## config.mk

```make
export PLATFORM = sky130hd
export DESIGN_NAME = asw_reporter
export DESIGN_NICKNAME = d
export VERILOG_FILES = /design/src/rtl/asw_pkg.sv /design/src/rtl/asw_range_check.sv /design/src/rtl/asw_reporter.sv
export SDC_FILE = /design/constraint.sdc
export NUM_CORES = 1
export LEC_CHECK = 0
export BUFFER_PORTS_ARGS = -buffer_cell sky130_fd_sc_hd__buf_2
export CAP_MARGIN = 20
export CELL_PAD_IN_SITES_DETAIL_PLACEMENT = 1
export CELL_PAD_IN_SITES_GLOBAL_PLACEMENT = 2
export CORE_MARGIN = 4
export CORE_UTILIZATION = 28
export CTS_BUF_LIST = sky130_fd_sc_hd__clkbuf_16
export CTS_CLUSTER_SIZE = 14
export DETAILED_ROUTE_END_ITERATION = 10
export PLACE_DENSITY_LB_ADDON = 0.1
export SYNTH_ARGS = -nofsm -noshare
export SYNTH_HDL_FRONTEND = slang
export SYNTH_HIERARCHICAL = 1
export SYNTH_SLANG_ARGS = --single-unit
```

## constraint.sdc

```tcl
create_clock -name clk_i -period 3.1 [get_ports clk_i]
set_input_delay 0.465 -clock clk_i [delete_from_list [all_inputs] [get_ports clk_i]]
set_output_delay 0.465 -clock clk_i [all_outputs]
set_load 0.005 [all_outputs]
```

## src/rtl/asw_pkg.sv

```systemverilog
// Package: constants for the axis status word reporter
package asw_pkg;
	// Input word indices within one axis block
	localparam logic [1:0] IDX_POS_LO   = 2'h0;
	localparam logic [1:0] IDX_POS_HI   = 2'h1;
	localparam logic [1:0] IDX_DONE_NUM = 2'h2;
	localparam logic [1:0] IDX_STATUS   = 2'h3;
	// Status word bit positions
	localparam int B_EMG    = 15;
	localparam int B_STBY   = 14;
	localparam int B_SECOND_RANGE_FLAG  = 13;
	localparam int B_FIRST_RANGE_FLAG  = 12;
	localparam int B_ENTRY_RANGE_FLAG  = 11;
	localparam int B_UNUSED_HI = 10;
	localparam int B_UNUSED_LO = 9;
	localparam int B_MOTION_END_FLAG   = 8;
	localparam int B_LIGHT  = 7;
	localparam int B_LOAD   = 6;
	localparam int B_PMISS  = 5;
	localparam int B_SERVO  = 4;
	localparam int B_FAULT  = 3;
	localparam int B_MOVE   = 2;
	localparam int B_HOME   = 1;
	localparam int B_PDONE  = 0;
	// Reset values
	localparam logic [31:0] RST_POS    = 32'h0000_0000;
	localparam logic [15:0] RST_NUM    = 16'h0000;
	localparam logic [15:0] RST_STATUS = 16'h0000;
	// Motion tracker states
	typedef enum logic [3:0] {
		ST_IDLE   = 4'h1,
		ST_MOVING = 4'h2,
		ST_DONE   = 4'h4,
		ST_FAILED = 4'h8
	} asw_motion_type;
endpackage

```

## src/rtl/asw_range_check.sv

```systemverilog
// Range comparator: flags a signed position inside an inclusive window
`timescale 1ns/100ps
`default_nettype none
module asw_range_check #(
	parameter int WIDTH = 32
) (
	// Position and window limits
	input  wire logic [WIDTH-1:0] pos_i,
	input  wire logic [WIDTH-1:0] lo_i,
	input  wire logic [WIDTH-1:0] hi_i,
	// Result
	output logic                  inside_o
);
	// A one-bit window cannot hold a signed value
	if (WIDTH < 2) begin : g_bad_width
		$error("asw_range_check: WIDTH too small");
	end

	// Signed inclusive compare; an inverted window never matches
	always_comb begin
		inside_o = ($signed(pos_i) >= $signed(lo_i)) &&
			($signed(pos_i) <= $signed(hi_i));
	end
endmodule // asw_range_check
`default_nettype wire

```

## src/rtl/asw_reporter.sv

```systemverilog
// Axis status word reporter: fills the host-facing position/status words
`timescale 1ns/100ps
`default_nettype none
// Function
// RQ1 - Current position word is 32-bit two's complement in 0.01 mm units.
// RQ2 - After reaching the positioning width, the reached number is shown.
// RQ3 - Number word reads zero before any move and while moving.
// RQ4 - While faulted, the number word carries the simple alarm code.
// RQ5 - Host reads the number word only after positioning done is set.
// RQ6 - Bit 15 set while an emergency stop is in effect.
// RQ7 - Bit 14 set while the controller stands by ready.
// RQ8 - Bit 13 set while position lies within the second range.
// RQ9 - Bit 12 set while position lies within the first range.
// RQ10 - Bit 11 set while position lies in the active entry's zone.
// RQ11 - Bit 8 set on positioning, homing or pressing end; cleared at start.
// RQ12 - Motion end flag held clear while the servo is off.
// RQ13 - Bit 7 set on overload warning or message-level error.
// RQ14 - Bit 6 follows the load output judgement.
// RQ15 - Bit 5 set when a pressing operation ends in a miss.
// RQ16 - Bit 4 set once operation standby is complete, servo on.
// RQ17 - Bit 3 set for the whole time a fault is active.
// RQ18 - Bit 2 set for the whole time the axis moves.
// RQ19 - Bit 1 set at homing end, kept until home is lost; the code also clears it on a fault.
// RQ20 - Bit 0 set at positioning end, kept while stopped servo on.
// RQ21 - All flags are active high.
// RQ22 - Bits 10 and 9 read as zero.
module asw_reporter #(
	parameter int POS_W = 32,
	parameter int NUM_W = 16
) (
	// Clock and reset
	input  wire logic             clk_i,
	input  wire logic             rst_b_i,
	// Axis state from the motion core
	input  wire logic [POS_W-1:0] position_i,
	input  wire logic             move_start_i,
	input  wire logic             in_pos_width_i,
	input  wire logic [NUM_W-1:0] target_num_i,
	input  wire logic             home_done_i,
	input  wire logic             home_lost_i,
	input  wire logic             push_end_i,
	input  wire logic             push_miss_i,
	input  wire logic             servo_on_i,
	input  wire logic             fault_i,
	input  wire logic [NUM_W-1:0] fault_code_i,
	input  wire logic             emg_stop_i,
	input  wire logic             standby_i,
	input  wire logic             overload_warn_i,
	input  wire logic             message_err_i,
	input  wire logic             load_ok_i,
	// Zone limits
	input  wire logic [POS_W-1:0] first_range_flag_lo_i,
	input  wire logic [POS_W-1:0] first_range_flag_hi_i,
	input  wire logic [POS_W-1:0] second_range_flag_lo_i,
	input  wire logic [POS_W-1:0] second_range_flag_hi_i,
	input  wire logic [POS_W-1:0] entry_range_flag_lo_i,
	input  wire logic [POS_W-1:0] entry_range_flag_hi_i,
	// Host input words, indexed read
	input  wire logic [1:0]       word_sel_i,
	output logic [15:0]           word_o,
	// Full words
	output logic [POS_W-1:0]      current_position_word_o,
	output logic [NUM_W-1:0]      completed_position_number_o,
	output logic [15:0]           axis_status_flags_o
);
	// Word layout is fixed by the host map; other widths cannot be served
	if (POS_W != 32) begin : g_bad_pos_w
		$error("asw_reporter: POS_W must be 32");
	end
	if (NUM_W != 16) begin : g_bad_num_w
		$error("asw_reporter: NUM_W must be 16");
	end

	////////////////////////////////////////////////////////////////////
	// Zone comparators
	logic first_range_flag_hit;
	logic second_range_flag_hit;
	logic entry_range_flag_hit;

	asw_range_check #(.WIDTH(POS_W)) u_first_range_flag (
		.pos_i    (position_i),
		.lo_i     (first_range_flag_lo_i),
		.hi_i     (first_range_flag_hi_i),
		.inside_o (first_range_flag_hit)
	);
	asw_range_check #(.WIDTH(POS_W)) u_second_range_flag (
		.pos_i    (position_i),
		.lo_i     (second_range_flag_lo_i),
		.hi_i     (second_range_flag_hi_i),
		.inside_o (second_range_flag_hit)
	);
	asw_range_check #(.WIDTH(POS_W)) u_entry_range_flag (
		.pos_i    (position_i),
		.lo_i     (entry_range_flag_lo_i),
		.hi_i     (entry_range_flag_hi_i),
		.inside_o (entry_range_flag_hit)
	);

	////////////////////////////////////////////////////////////////////
	// Motion tracker state
	asw_pkg::asw_motion_type st_r;
	asw_pkg::asw_motion_type st_nxt;
	logic [NUM_W-1:0]        num_r;
	logic [NUM_W-1:0]        num_nxt;
	logic                    motion_end_flag_r;
	logic                    motion_end_flag_nxt;
	logic                    pdone_r;
	logic                    pdone_nxt;
	logic                    homing_done_flag_r;
	logic                    homing_done_flag_nxt;
	logic                    pmiss_r;
	logic                    pmiss_nxt;

	// Next state; a homing end in the same cycle as a move start still sets the motion end flag
	always_comb begin
		st_nxt    = st_r;
		num_nxt   = num_r;
		motion_end_flag_nxt  = motion_end_flag_r;
		pdone_nxt = pdone_r;
		homing_done_flag_nxt  = homing_done_flag_r;
		pmiss_nxt = pmiss_r;
		case (st_r)
			asw_pkg::ST_IDLE,
			asw_pkg::ST_DONE,
			asw_pkg::ST_FAILED: begin
				if (move_start_i) begin
					st_nxt    = asw_pkg::ST_MOVING;
					num_nxt   = '0; // RQ3
					motion_end_flag_nxt  = 1'b0; // RQ11
					pdone_nxt = 1'b0;
					pmiss_nxt = 1'b0;
				end
			end
			asw_pkg::ST_MOVING: begin
				if (push_end_i && push_miss_i) begin
					st_nxt    = asw_pkg::ST_FAILED;
					motion_end_flag_nxt  = 1'b1; // RQ11
					pmiss_nxt = 1'b1; // RQ15
				end else if (in_pos_width_i || push_end_i) begin
					st_nxt    = asw_pkg::ST_DONE;
					num_nxt   = target_num_i; // RQ2
					motion_end_flag_nxt  = 1'b1; // RQ11
					pdone_nxt = 1'b1; // RQ20
				end
			end
			default: begin
				st_nxt = asw_pkg::ST_IDLE;
			end
		endcase
		// Homing end sets both home and motion end flags
		if (home_done_i) begin
			homing_done_flag_nxt = 1'b1; // RQ19
			motion_end_flag_nxt = 1'b1; // RQ11
		end else if (home_lost_i || fault_i) begin
			homing_done_flag_nxt = 1'b0; // RQ19
		end
		// Positioning done only survives a stop while the servo stays on
		if (!servo_on_i) begin
			motion_end_flag_nxt  = 1'b0; // RQ12
			pdone_nxt = 1'b0; // RQ20
		end
	end

	// Register the tracker
	always_ff @(posedge clk_i) begin
		if (!rst_b_i) begin
			st_r    <= asw_pkg::ST_IDLE;
			num_r   <= asw_pkg::RST_NUM;
			motion_end_flag_r  <= 1'b0;
			pdone_r <= 1'b0;
			homing_done_flag_r  <= 1'b0;
			pmiss_r <= 1'b0;
		end else begin
			st_r    <= st_nxt;
			num_r   <= num_nxt;
			motion_end_flag_r  <= motion_end_flag_nxt;
			pdone_r <= pdone_nxt;
			homing_done_flag_r  <= homing_done_flag_nxt;
			pmiss_r <= pmiss_nxt;
		end
	end

	////////////////////////////////////////////////////////////////////
	// Output words
	logic [POS_W-1:0] pos_nxt;
	logic [NUM_W-1:0] out_num_nxt;
	logic [15:0]      status_nxt;
	logic [15:0]      word_nxt;

	// Compose words; flags are plain active-high levels
	always_comb begin
		pos_nxt    = position_i; // RQ1
		out_num_nxt = fault_i ? fault_code_i : num_nxt; // RQ4
		status_nxt = asw_pkg::RST_STATUS;
		status_nxt[asw_pkg::B_EMG]   = emg_stop_i; // RQ6
		status_nxt[asw_pkg::B_STBY]  = standby_i; // RQ7
		status_nxt[asw_pkg::B_SECOND_RANGE_FLAG] = second_range_flag_hit; // RQ8
		status_nxt[asw_pkg::B_FIRST_RANGE_FLAG] = first_range_flag_hit; // RQ9
		status_nxt[asw_pkg::B_ENTRY_RANGE_FLAG] = entry_range_flag_hit; // RQ10
		status_nxt[asw_pkg::B_UNUSED_HI] = 1'b0; // RQ22
		status_nxt[asw_pkg::B_UNUSED_LO] = 1'b0; // RQ22
		status_nxt[asw_pkg::B_MOTION_END_FLAG]  = motion_end_flag_nxt; // RQ11
		status_nxt[asw_pkg::B_LIGHT] = overload_warn_i | message_err_i; // RQ13
		status_nxt[asw_pkg::B_LOAD]  = load_ok_i; // RQ14
		status_nxt[asw_pkg::B_PMISS] = pmiss_nxt; // RQ15
		status_nxt[asw_pkg::B_SERVO] = servo_on_i; // RQ16
		status_nxt[asw_pkg::B_FAULT] = fault_i; // RQ17
		status_nxt[asw_pkg::B_MOVE]  = (st_nxt == asw_pkg::ST_MOVING); // RQ18
		status_nxt[asw_pkg::B_HOME]  = homing_done_flag_nxt; // RQ19
		status_nxt[asw_pkg::B_PDONE] = pdone_nxt; // RQ20 RQ21
		case (word_sel_i)
			asw_pkg::IDX_POS_LO:   word_nxt = pos_nxt[15:0];
			asw_pkg::IDX_POS_HI:   word_nxt = pos_nxt[31:16];
			asw_pkg::IDX_DONE_NUM: word_nxt = out_num_nxt;
			asw_pkg::IDX_STATUS:   word_nxt = status_nxt;
			default:               word_nxt = 16'h0000;
		endcase
	end

	// Register all words so the full-word outputs form one coherent snapshot; word_o gives the host one word per read
	always_ff @(posedge clk_i) begin
		if (!rst_b_i) begin
			current_position_word_o     <= asw_pkg::RST_POS;
			completed_position_number_o <= asw_pkg::RST_NUM;
			axis_status_flags_o         <= asw_pkg::RST_STATUS;
			word_o                      <= 16'h0000;
		end else begin
			current_position_word_o     <= pos_nxt;
			completed_position_number_o <= out_num_nxt;
			axis_status_flags_o         <= status_nxt;
			word_o                      <= word_nxt;
		end
	end
endmodule // asw_reporter
`default_nettype wire

```

# Word-level counts from Yosys, hierarchy flattened
# Index checks and enable logic that the tools add are counted.
# word_totals
out_inout_bits,80
ff_bits,104
wordCells,60
# op_classes
bitwise,1
reduce_logical,8
muxes,26
n_eq_ne,8
magnitude_cmp,6
# ops
op,n
32-bit greater-or-equal comparator,3
32-bit <= comparator,3
16-bit 2-to-1 mux,4
16-bit one-hot mux with 4 select lines,1
16-bit one-hot mux with 2 select lines,1
1-bit 2-to-1 mux,13
4-bit 2-to-1 mux,3
"4-bit by 2-bit == test with 1-bit output, second input constant",2
4-bit one-hot mux with 2 select lines,1
1-bit one-hot mux with 2 select lines,3
"2-bit == test, second input constant",2
"4-bit by 1-bit == test with 1-bit output, second input constant",1
"4-bit by 3-bit == test with 1-bit output, second input constant",1
"4-bit == test, second input constant",1
1-bit logical AND,4
3-bit OR reduction,1
"2-bit by 1-bit == test with 1-bit output, second input constant",1
2-bit logical NOT,1
1-bit logical OR,2
1-bit OR,1

# Depth between registers and ports, before layout
# Gate-level depths: netlist of the first run.
# depth
depth_word,7
ltp_mapped,12
ltp_nobuf,12

# Modules after synthesis
# Netlist of the first run, hierarchy kept.
# modules_own_cells
mod,cells_per_inst,seq_area_each_um2,area_per_inst_um2,instances
asw_range_check,226,0.0,1681.6,3
asw_reporter,451,1961.9,4000.1,1

# Worst setup path before layout of the first run
# OpenSTA, ideal clock, no wires.
# synth_path
path_type,input to register
startpoint,input second_range_flag_lo_i[11]
endpoint,register word_o[13]
t_arrival_ps,2232
slack_ps,794
setup_ps,74
stages,12
t_required_ps,3026
cell_sequence,inv_1 > ha_1 > a21oi_2 > o21a_1 > o2bb2ai_1 > o41ai_1 > a21oi_1 > nor4b_2 > mux2i_1 > nand2_1 > nand2_1 > a31oi_1
# synth_via
elab_chain_len,3
# synth_lines
item,line,rtl
from (decl),asw_reporter.sv:54,"input wire logic [POS_W-1:0] second_range_flag_lo_i,"
32-bit greater-or-equal comparator,asw_range_check.sv:21,inside_o = ($signed(pos_i) >= $signed(lo_i)) &&
1-bit logical AND,asw_range_check.sv:21,
net second_range_flag_hit,asw_reporter.sv:77,logic second_range_flag_hit;
16-bit one-hot mux with 4 select lines,asw_reporter.sv:211,case (word_sel_i)
to (signal assigned),asw_reporter.sv:231,word_o <= word_nxt;
to (decl),asw_reporter.sv:60,"output logic [15:0] word_o,"
# The timed path passes the listed nets, and every way through them passes these cells.
# A chain may end at the register's enable or synchronous reset.

# Worst setup path in the final report of the first run
# layout_path
startpoint,input position_i[14]
endpoint,register word_o[13]
# layout_via
elab_chain_len,3
elab_cells_between_ends,4
cone_classes,order compare: 2; mux: 1; reduce/logical: 1
# layout_lines
item,line,rtl
from (decl),asw_reporter.sv:35,"input wire logic [POS_W-1:0] position_i,"
32-bit greater-or-equal comparator / 32-bit <= comparator (equally long branches),"asw_range_check.sv:21, asw_range_check.sv:22",
1-bit logical AND *,asw_range_check.sv:21,
net second_range_flag_hit,asw_reporter.sv:77,
16-bit one-hot mux with 4 select lines *,asw_reporter.sv:211,
# The timed path passes the listed nets; every way through them passes the cells marked *.

==> metrics.md, run 1 <==
| Metric | Value |
|---|---|
| Status | finished clean |
| CTS root buffer | clkbuf_16 |
| Crit start category | input port |
| Drt drc | 0 |
| Max cap viols | 0 |
| R2R Setup Slk | 870 ps |
| Slew Limit Fails | 0 |
| CTS tree | built |
| Layout area overhead | 28.07% |
| Vias in the first global route | 10,020 |
| R2r endpoint | word_o[8]$_SDFF_PN0_ |
| Gpl congestion | 0.8236 |
| Area leader, netlist | ha_1 |
| Tmin final | 2790 ps |
| GRT overflow | 0 |
| Worst Max-Slew Pin Slew | 576.1 ps |
| Largest cells by area after synthesis | ha_1 27%, dfxtp_1 22%, inv_1 8.2%, a21oi_1 6.1%, nand2_1 3.8% |
| Most frequent cells after synthesis | 197 x inv_1, 192 x ha_1, 111 x a21oi_1 |
| Num rows | 65 |
| Post-synth EDFFs | 0 |
| Die H | 187.7 µm |
| Final period util | 90.00% |
| Post-Syn Area | 0.009045 mm² |
| H-tree levels | 3 |
| RSZ-0062 raised after global routing | no |
| CP endpoint kind | flip-flop |
| Number of routed nets with antenna violations | 0 |
| Clock Tree Buf Depth | 2 |
| Post-DP Area | 0.01127 mm² |
| Fin util | 36.52% |
| Total power | 3.826 mW |
| Leak pwr | 6.266 nW |
| Yosys cell types | 76 |
| Num ports | 353 |
| R2R depth | 5 |
| Hold path depth | 2 |
| Largest net degree at the start of global routing | 32 |
| DR WL/cell | 20.39 µm |
| Max-slew headroom | 61.24% |
| CTS Buf Count | 9 |
| Ys flop type | dfxtp_1 |
| DRT Wirelength | 38.36 mm |
| Via count | 9,273 |
| Post-cts resize count | 0 |
| Port bufs | 350 |
| Post-synthesis async set-or-reset flop share | 0% |
| Fin area | 0.01158 mm² |
| Final hold viol count | 0 |
| Pwr per Cell Area | 330.3 mW/mm² |
| Min-delay src | emg_stop_i |
| Synth warn | 6 |
| Synthesized instance count | 1,129 |
| Top-count cell post-synth | inv_1 |
| Post-Synthesis Mean Instance Area | 8.011 µm² |
| Placeable core area | 0.03172 mm² |
| DP HPWL | 32.48 mm |
| CTS Sinks | 98 |
| Antenna fix cells | 0 |
| CP required | 3390 ps |
| Peak Freq | 358.4 MHz |
| Post-CTS Setup Inserts | 0 |
| Starting Density | 28.52% |
| Hold EP | axis_status_flags_o[15]$_SDFF_PN0_ |
| Post-synthesis register bit count | 98 |
| Peak VDD IR | 0.2481 mV |
| Nets | 1,939 |
| Die Area | 0.03524 mm² |
| Reg clk slew, reported paths | 70 ps |
| Layout cells sized above 1 | 28.53% |
| Skew final | 7.082 ps |
| DR vias/cell | 4.930 |
| Crit path kind | input port to flip-flop |
| Initial detailed-routing violation count | 311 |
| Final setup viols | 0 |
| Sequential element share of the synthesized area | 21.69% |
| Synth top area share | 26.56% |
| Crit Reg-Reg Startpoint | st_r[0]$_SDFF_PN1_ |
| WP data arrival | 3080 ps |
| Overall Global Routing Usage | 21.07% |
| Initial antenna violation count | 3 |
| CP Max Fanout | 5 |
| Hold-fix buffers, CTS | 0 |
| Worst-skew pair later-pin latency | 360 ps |
| Hold Crit Class | input port to flip-flop |
| Die Width | 187.7 µm |
| Global-route wire length before repair | 57.57 mm |
| First drt pass iteration count | 4 |
cells by family (layout without fill, tap and decap cells):
kind of cell,after synthesis,in the layout,share of synthesized area (%)
AO/OA/AOI/OAI,267,267,19.85
XOR/XNOR,2,2,0.1937
adder cells (fa/ha/maj),192,192,26.56
buffers and inverters,239,588,10.62
flip-flops,98,98,21.69
multiplexers,10,10,1.273
other,1,2,0.04146
AND/OR/NAND/NOR,320,320,19.77
stage by stage:
stage               std cells  hold WS [ps]  setup TNS (ps)  worst slack, ps
floorplan                1130         436.6               0            793.8
global placement         1865         446.7          -83.79           -83.79
detailed placement       1865         456.4          -93.31           -93.31
CTS                      1881         308.4               0            290.4
global route             1881         311.7               0            188.3
finish                   1881         325.2               0            310.0
power by group:
part	internal, mW	total [mW]	switching, mW
Sequential	1.32	1.35	0.0263
Combinational	0.536	1.24	0.703
Clock	0.710	1.24	0.527
Total	2.57	3.83	1.26
cell usage in the layout, fill, tap and decap left out, types with 19 or more instances in the layout:
master,instances
a21oi_1,111
and2_1,43
buf_2,350
buf_4,24
dfxtp_1,98
ha_1,192
inv_1,198
nand2_1,92
nand3_1,23
nand4_1,47
nor2_1,45
o21a_1,19
o21ai_0,26
how the worst max path moves through the flow:
stage | startpoint | endpoint | slack (ps) | cells past startpoint
finish | position_i[14] | word_o[13]$_SDFF_PN0_ | 310 | 13
global route | position_i[14] | word_o[13]$_SDFF_PN0_ | 190 | 13
CTS | position_i[14] | word_o[13]$_SDFF_PN0_ | 290 | 13
detailed placement | position_i[14] | word_o[13]$_SDFF_PN0_ | -90 | 13
global placement | position_i[14] | word_o[13]$_SDFF_PN0_ | -80 | 13
floorplan | second_range_flag_lo_i[11] | word_o[13]$_SDFF_PN0_ | 790 | 12
worst max-delay path, cell delays in order:
cell and delay (ps):
buf_2 140, buf_4 160, ha_1 310, nand4_1 170
nor4_1 580, a21boi_1 250, o41a_1 210, nor3_1 70
nor4b_2 250, mux2i_1 140, nand2_1 100, nand2_1 80
a31oi_1 140
flip-flops by register name (all words and copies together) (netlist names):
| register | cells |
|---|---|
| axis_status_flags_o | 14 |
| completed_position_number_o | 16 |
| word_o | 16 |
| current_position_word_o | 32 |
| st_r | 4 |
| num_r | 16 |
layout make-up:
| type | instances | area (µm²) |
|---|---|---|
| repair buffers | 374 | 1932 |
| inverters | 198 | 743.2 |
| flip-flops and latches | 98 | 1962 |
| clock inverters | 7 | 92.59 |
| fillers | 3974 | 20130 |
| clock buffers | 9 | 225.2 |
| well taps | 402 | 503.0 |
| multi-input cells | 793 | 6126 |
layer usage:
layer,GRT usage [%],part of all wire [%],vias up
li1,-,-,4621
met1,25.88,44,4356
met2,38.26,50,249
met3,3.444,4.5,41
met4,5.364,2.0,6
met5,0,0.089,-
Power figures use the tool's default switching activity.
==> run 2: changes to the inputs <==
--- a/config.mk
+++ b/config.mk
@@ -10,7 +10,7 @@
 export CELL_PAD_IN_SITES_DETAIL_PLACEMENT = 1
 export CELL_PAD_IN_SITES_GLOBAL_PLACEMENT = 2
 export CORE_MARGIN = 4
-export CORE_UTILIZATION = 28
+export CORE_UTILIZATION = 25
 export CTS_BUF_LIST = sky130_fd_sc_hd__clkbuf_16
 export CTS_CLUSTER_SIZE = 14
 export DETAILED_ROUTE_END_ITERATION = 10
==> constraint.sdc (replaced) <==
create_clock -name clk_i -period 2.5 [get_ports clk_i]
set_input_delay 0.375 -clock clk_i [delete_from_list [all_inputs] [get_ports clk_i]]
set_output_delay 0.375 -clock clk_i [all_outputs]
set_load 0.005 [all_outputs]
==> metrics.md, run 2 (same netlist as run 1, synthesis figures left out) <==
| Metric | Value |
|---|---|
| Antenna fix cells | 0 |
| Peak VDD IR | 0.2580 mV |
| R2r endpoint | word_o[8]$_SDFF_PN0_ |
| Overall Global Routing Usage | 20.09% |
| CP Cell Sequence | clkbuf_4, buf_4, ha_1, a21o_1, nand3_1, a21oi_1, a2111o_1, nor3_1, nor4b_4, buf_4, mux2i_1, nand2_1, nand2_1, a31oi_1 |
| Hold WS | 238.4 ps |
| CTS root buffer | clkbuf_16 |
| Via count | 9,672 |
| Global-route wire length before repair | 60.59 mm |
| Placed instance count | 2,015 |
| Final period util | 98.09% |
| Nets | 2,044 |
| CTS Sinks | 98 |
| RSZ-0062 raised after global routing | yes |
| Largest net degree at the start of global routing | 37 |
| Sw Ratio | 34.12% |
| Num rows | 69 |
| Starting Density | 25.37% |
| Leading cell types in the layout, fill and taps excluded | 324 x buf_2, 198 x inv_1, 132 x ha_1 |
| Final setup viols | 0 |
| Top reg by flops | current_position_word_o |
| Met2 wire len | 20.85 mm |
| Tmin final | 2452 ps |
| First drt pass iteration count | 4 |
| Clock power share | 28.8% |
| Min-delay src | standby_i |
| Peak Freq | 407.8 MHz |
| DR vias/cell | 4.730 |
| Placeable core area | 0.03566 mm² |
| WP data arrival | 2700 ps |
| Worst Max-Slew Pin Slew | 1068 ps |
| Layout cells sized above 1 | 39.52% |
| Logic pwr share | 38.2% |
| Crit path largest cell delay | 430 ps |
| CP Max Fanout | 4 |
| Max-slew headroom | 28.56% |
| P_int | 3.345 mW |
| CP endpoint kind | flip-flop |
| Crit start category | input port |
| P_sw | 1.733 mW |
| Status | finished clean |
| Reg power frac | 33.0% |
| Vias in the first global route | 10,610 |
| Crit Reg-Reg Startpoint | st_r[0]$_SDFF_PN1_ |
| Seq. cell area | 0.001962 mm² |
| Die Width | 198.2 µm |
| DP HPWL | 34.78 mm |
| CTS tree | built |
| DR WL/cell | 19.94 µm |
| Die Area | 0.03929 mm² |
| Final TNS setup | 0 ps |
| Final Non-Filler Cells | 2,045 |
| Hold Crit Class | input port to flip-flop |
| H-tree levels | 3 |
| Fin util | 38.50% |
| Layout area overhead | 51.75% |
| Hold-fix buffers, CTS | 0 |
| R2R Setup Slk | 520 ps |
| Skew final | 9.262 ps |
| Hold path depth | 2 |
| R2R depth | 5 |
| Filler cells | 4,335 |
| Port bufs | 350 |
| Crit path kind | input port to flip-flop |
| Gpl congestion | 0.8461 |
| Max layer used | met5 |
| Leak pwr | 6.954 nW |
| Worst-path cell with the longest stage delay | a2111o_1 |
| Reg clk slew, reported paths | 70 ps |
| Total power | 5.078 mW |
| Max FFs per register | 32 |
| Slew Limit Fails | 0 |
| Met3 WL | 1.920 mm |
| CTS Buf Count | 9 |
| WP buf/inv | 3 |
| Pwr per Cell Area | 370.0 mW/mm² |
| Drt drc | 0 |
| Initial antenna violation count | 3 |
| M1 WL | 17.62 mm |
| Max cap viols | 0 |
| Hold EP | axis_status_flags_o[14]$_SDFF_PN0_ |
| Final hold viol count | 0 |
| Multi-input gate area | 0.007183 mm² |
| Die H | 198.2 µm |
| Num ports | 353 |
| Clock Tree Buf Depth | 2 |
| Number of routed nets with antenna violations | 0 |
| Dominant delay contributor by cell family on the critical path | compound AO/OA/AOI/OAI gates |
| GRT overflow | 0 |
| CP required | 2740 ps |
| DRT Wirelength | 40.79 mm |
| Worst-skew pair later-pin latency | 360 ps |
| Most common cell after layout, fill and taps aside | buf_2 |
| Initial detailed-routing violation count | 259 |
-- run 2: worst max-delay path by stage --
stage | from | depth (start not counted) | to | slack (ps)
global route | position_i[11] | 14 | word_o[11]$_SDFF_PN0_ | -140
detailed placement | position_i[14] | 13 | word_o[13]$_SDFF_PN0_ | -680
finish | position_i[25] | 14 | word_o[11]$_SDFF_PN0_ | 50
floorplan | second_range_flag_lo_i[11] | 12 | word_o[13]$_SDFF_PN0_ | 280
CTS | position_i[3] | 14 | word_o[11]$_SDFF_PN0_ | 4
global placement | position_i[14] | 13 | word_o[13]$_SDFF_PN0_ | -650
-- run 2: power by group through the flow --
stage	Sequential, mW	Clock [mW]	Combinational [mW]
3_3_place_gp	1.71	0	1.67
2_1_floorplan	1.71	0	0.832
5_1_grt	1.68	1.56	2.18
6_report	1.68	1.46	1.94
4_1_cts	1.68	1.50	1.81
3_5_place_dp	1.71	0	1.70
-- run 2: per-layer routing --
metal  up-vias  track usage (%)
met5         -                0
met4         6            3.009
met3        22            3.114
met2       229            36.29
met1      4570            25.75
li1       4845                -
-- run 2: repair_timing --
action                                 in CTS  in global routing
endpoints found under the hold margin       0                  0
setup endpoints to repair                   3                  3
pin swaps                                  37                 48
buffers inserted                           12                 10
gates resized for setup                    73                112
-- run 2: worst register-to-register path, stage by stage (launching register included) --
cell      delay, ps
dfxtp_1         390
or4b_1          620
nor3_4          330
and3_1          230
a221oi_2         60
o41ai_2         270
-- run 2: layout make-up --
class / count / share of cell area (%)
Inverter: 198 / 5.415
Timing Repair Buffer: 479 / 21.60
Clock buffer: 9 / 1.641
Sequential cell: 98 / 14.29
Clock inverter: 7 / 0.5196
Multi-Input combinational cell: 793 / 52.33
Tap cell: 461 / 4.202
-- run 2: metrics by stage --
stage / instance area [µm²] / setup slack (ps)
final: 13730 / 47.64
after global routing: 13730 / -142.2
after CTS: 12900 / 3.852
after detailed placement: 12070 / -683.9
after global placement: 12070 / -650.2
after floorplan: 9049 / 283.8
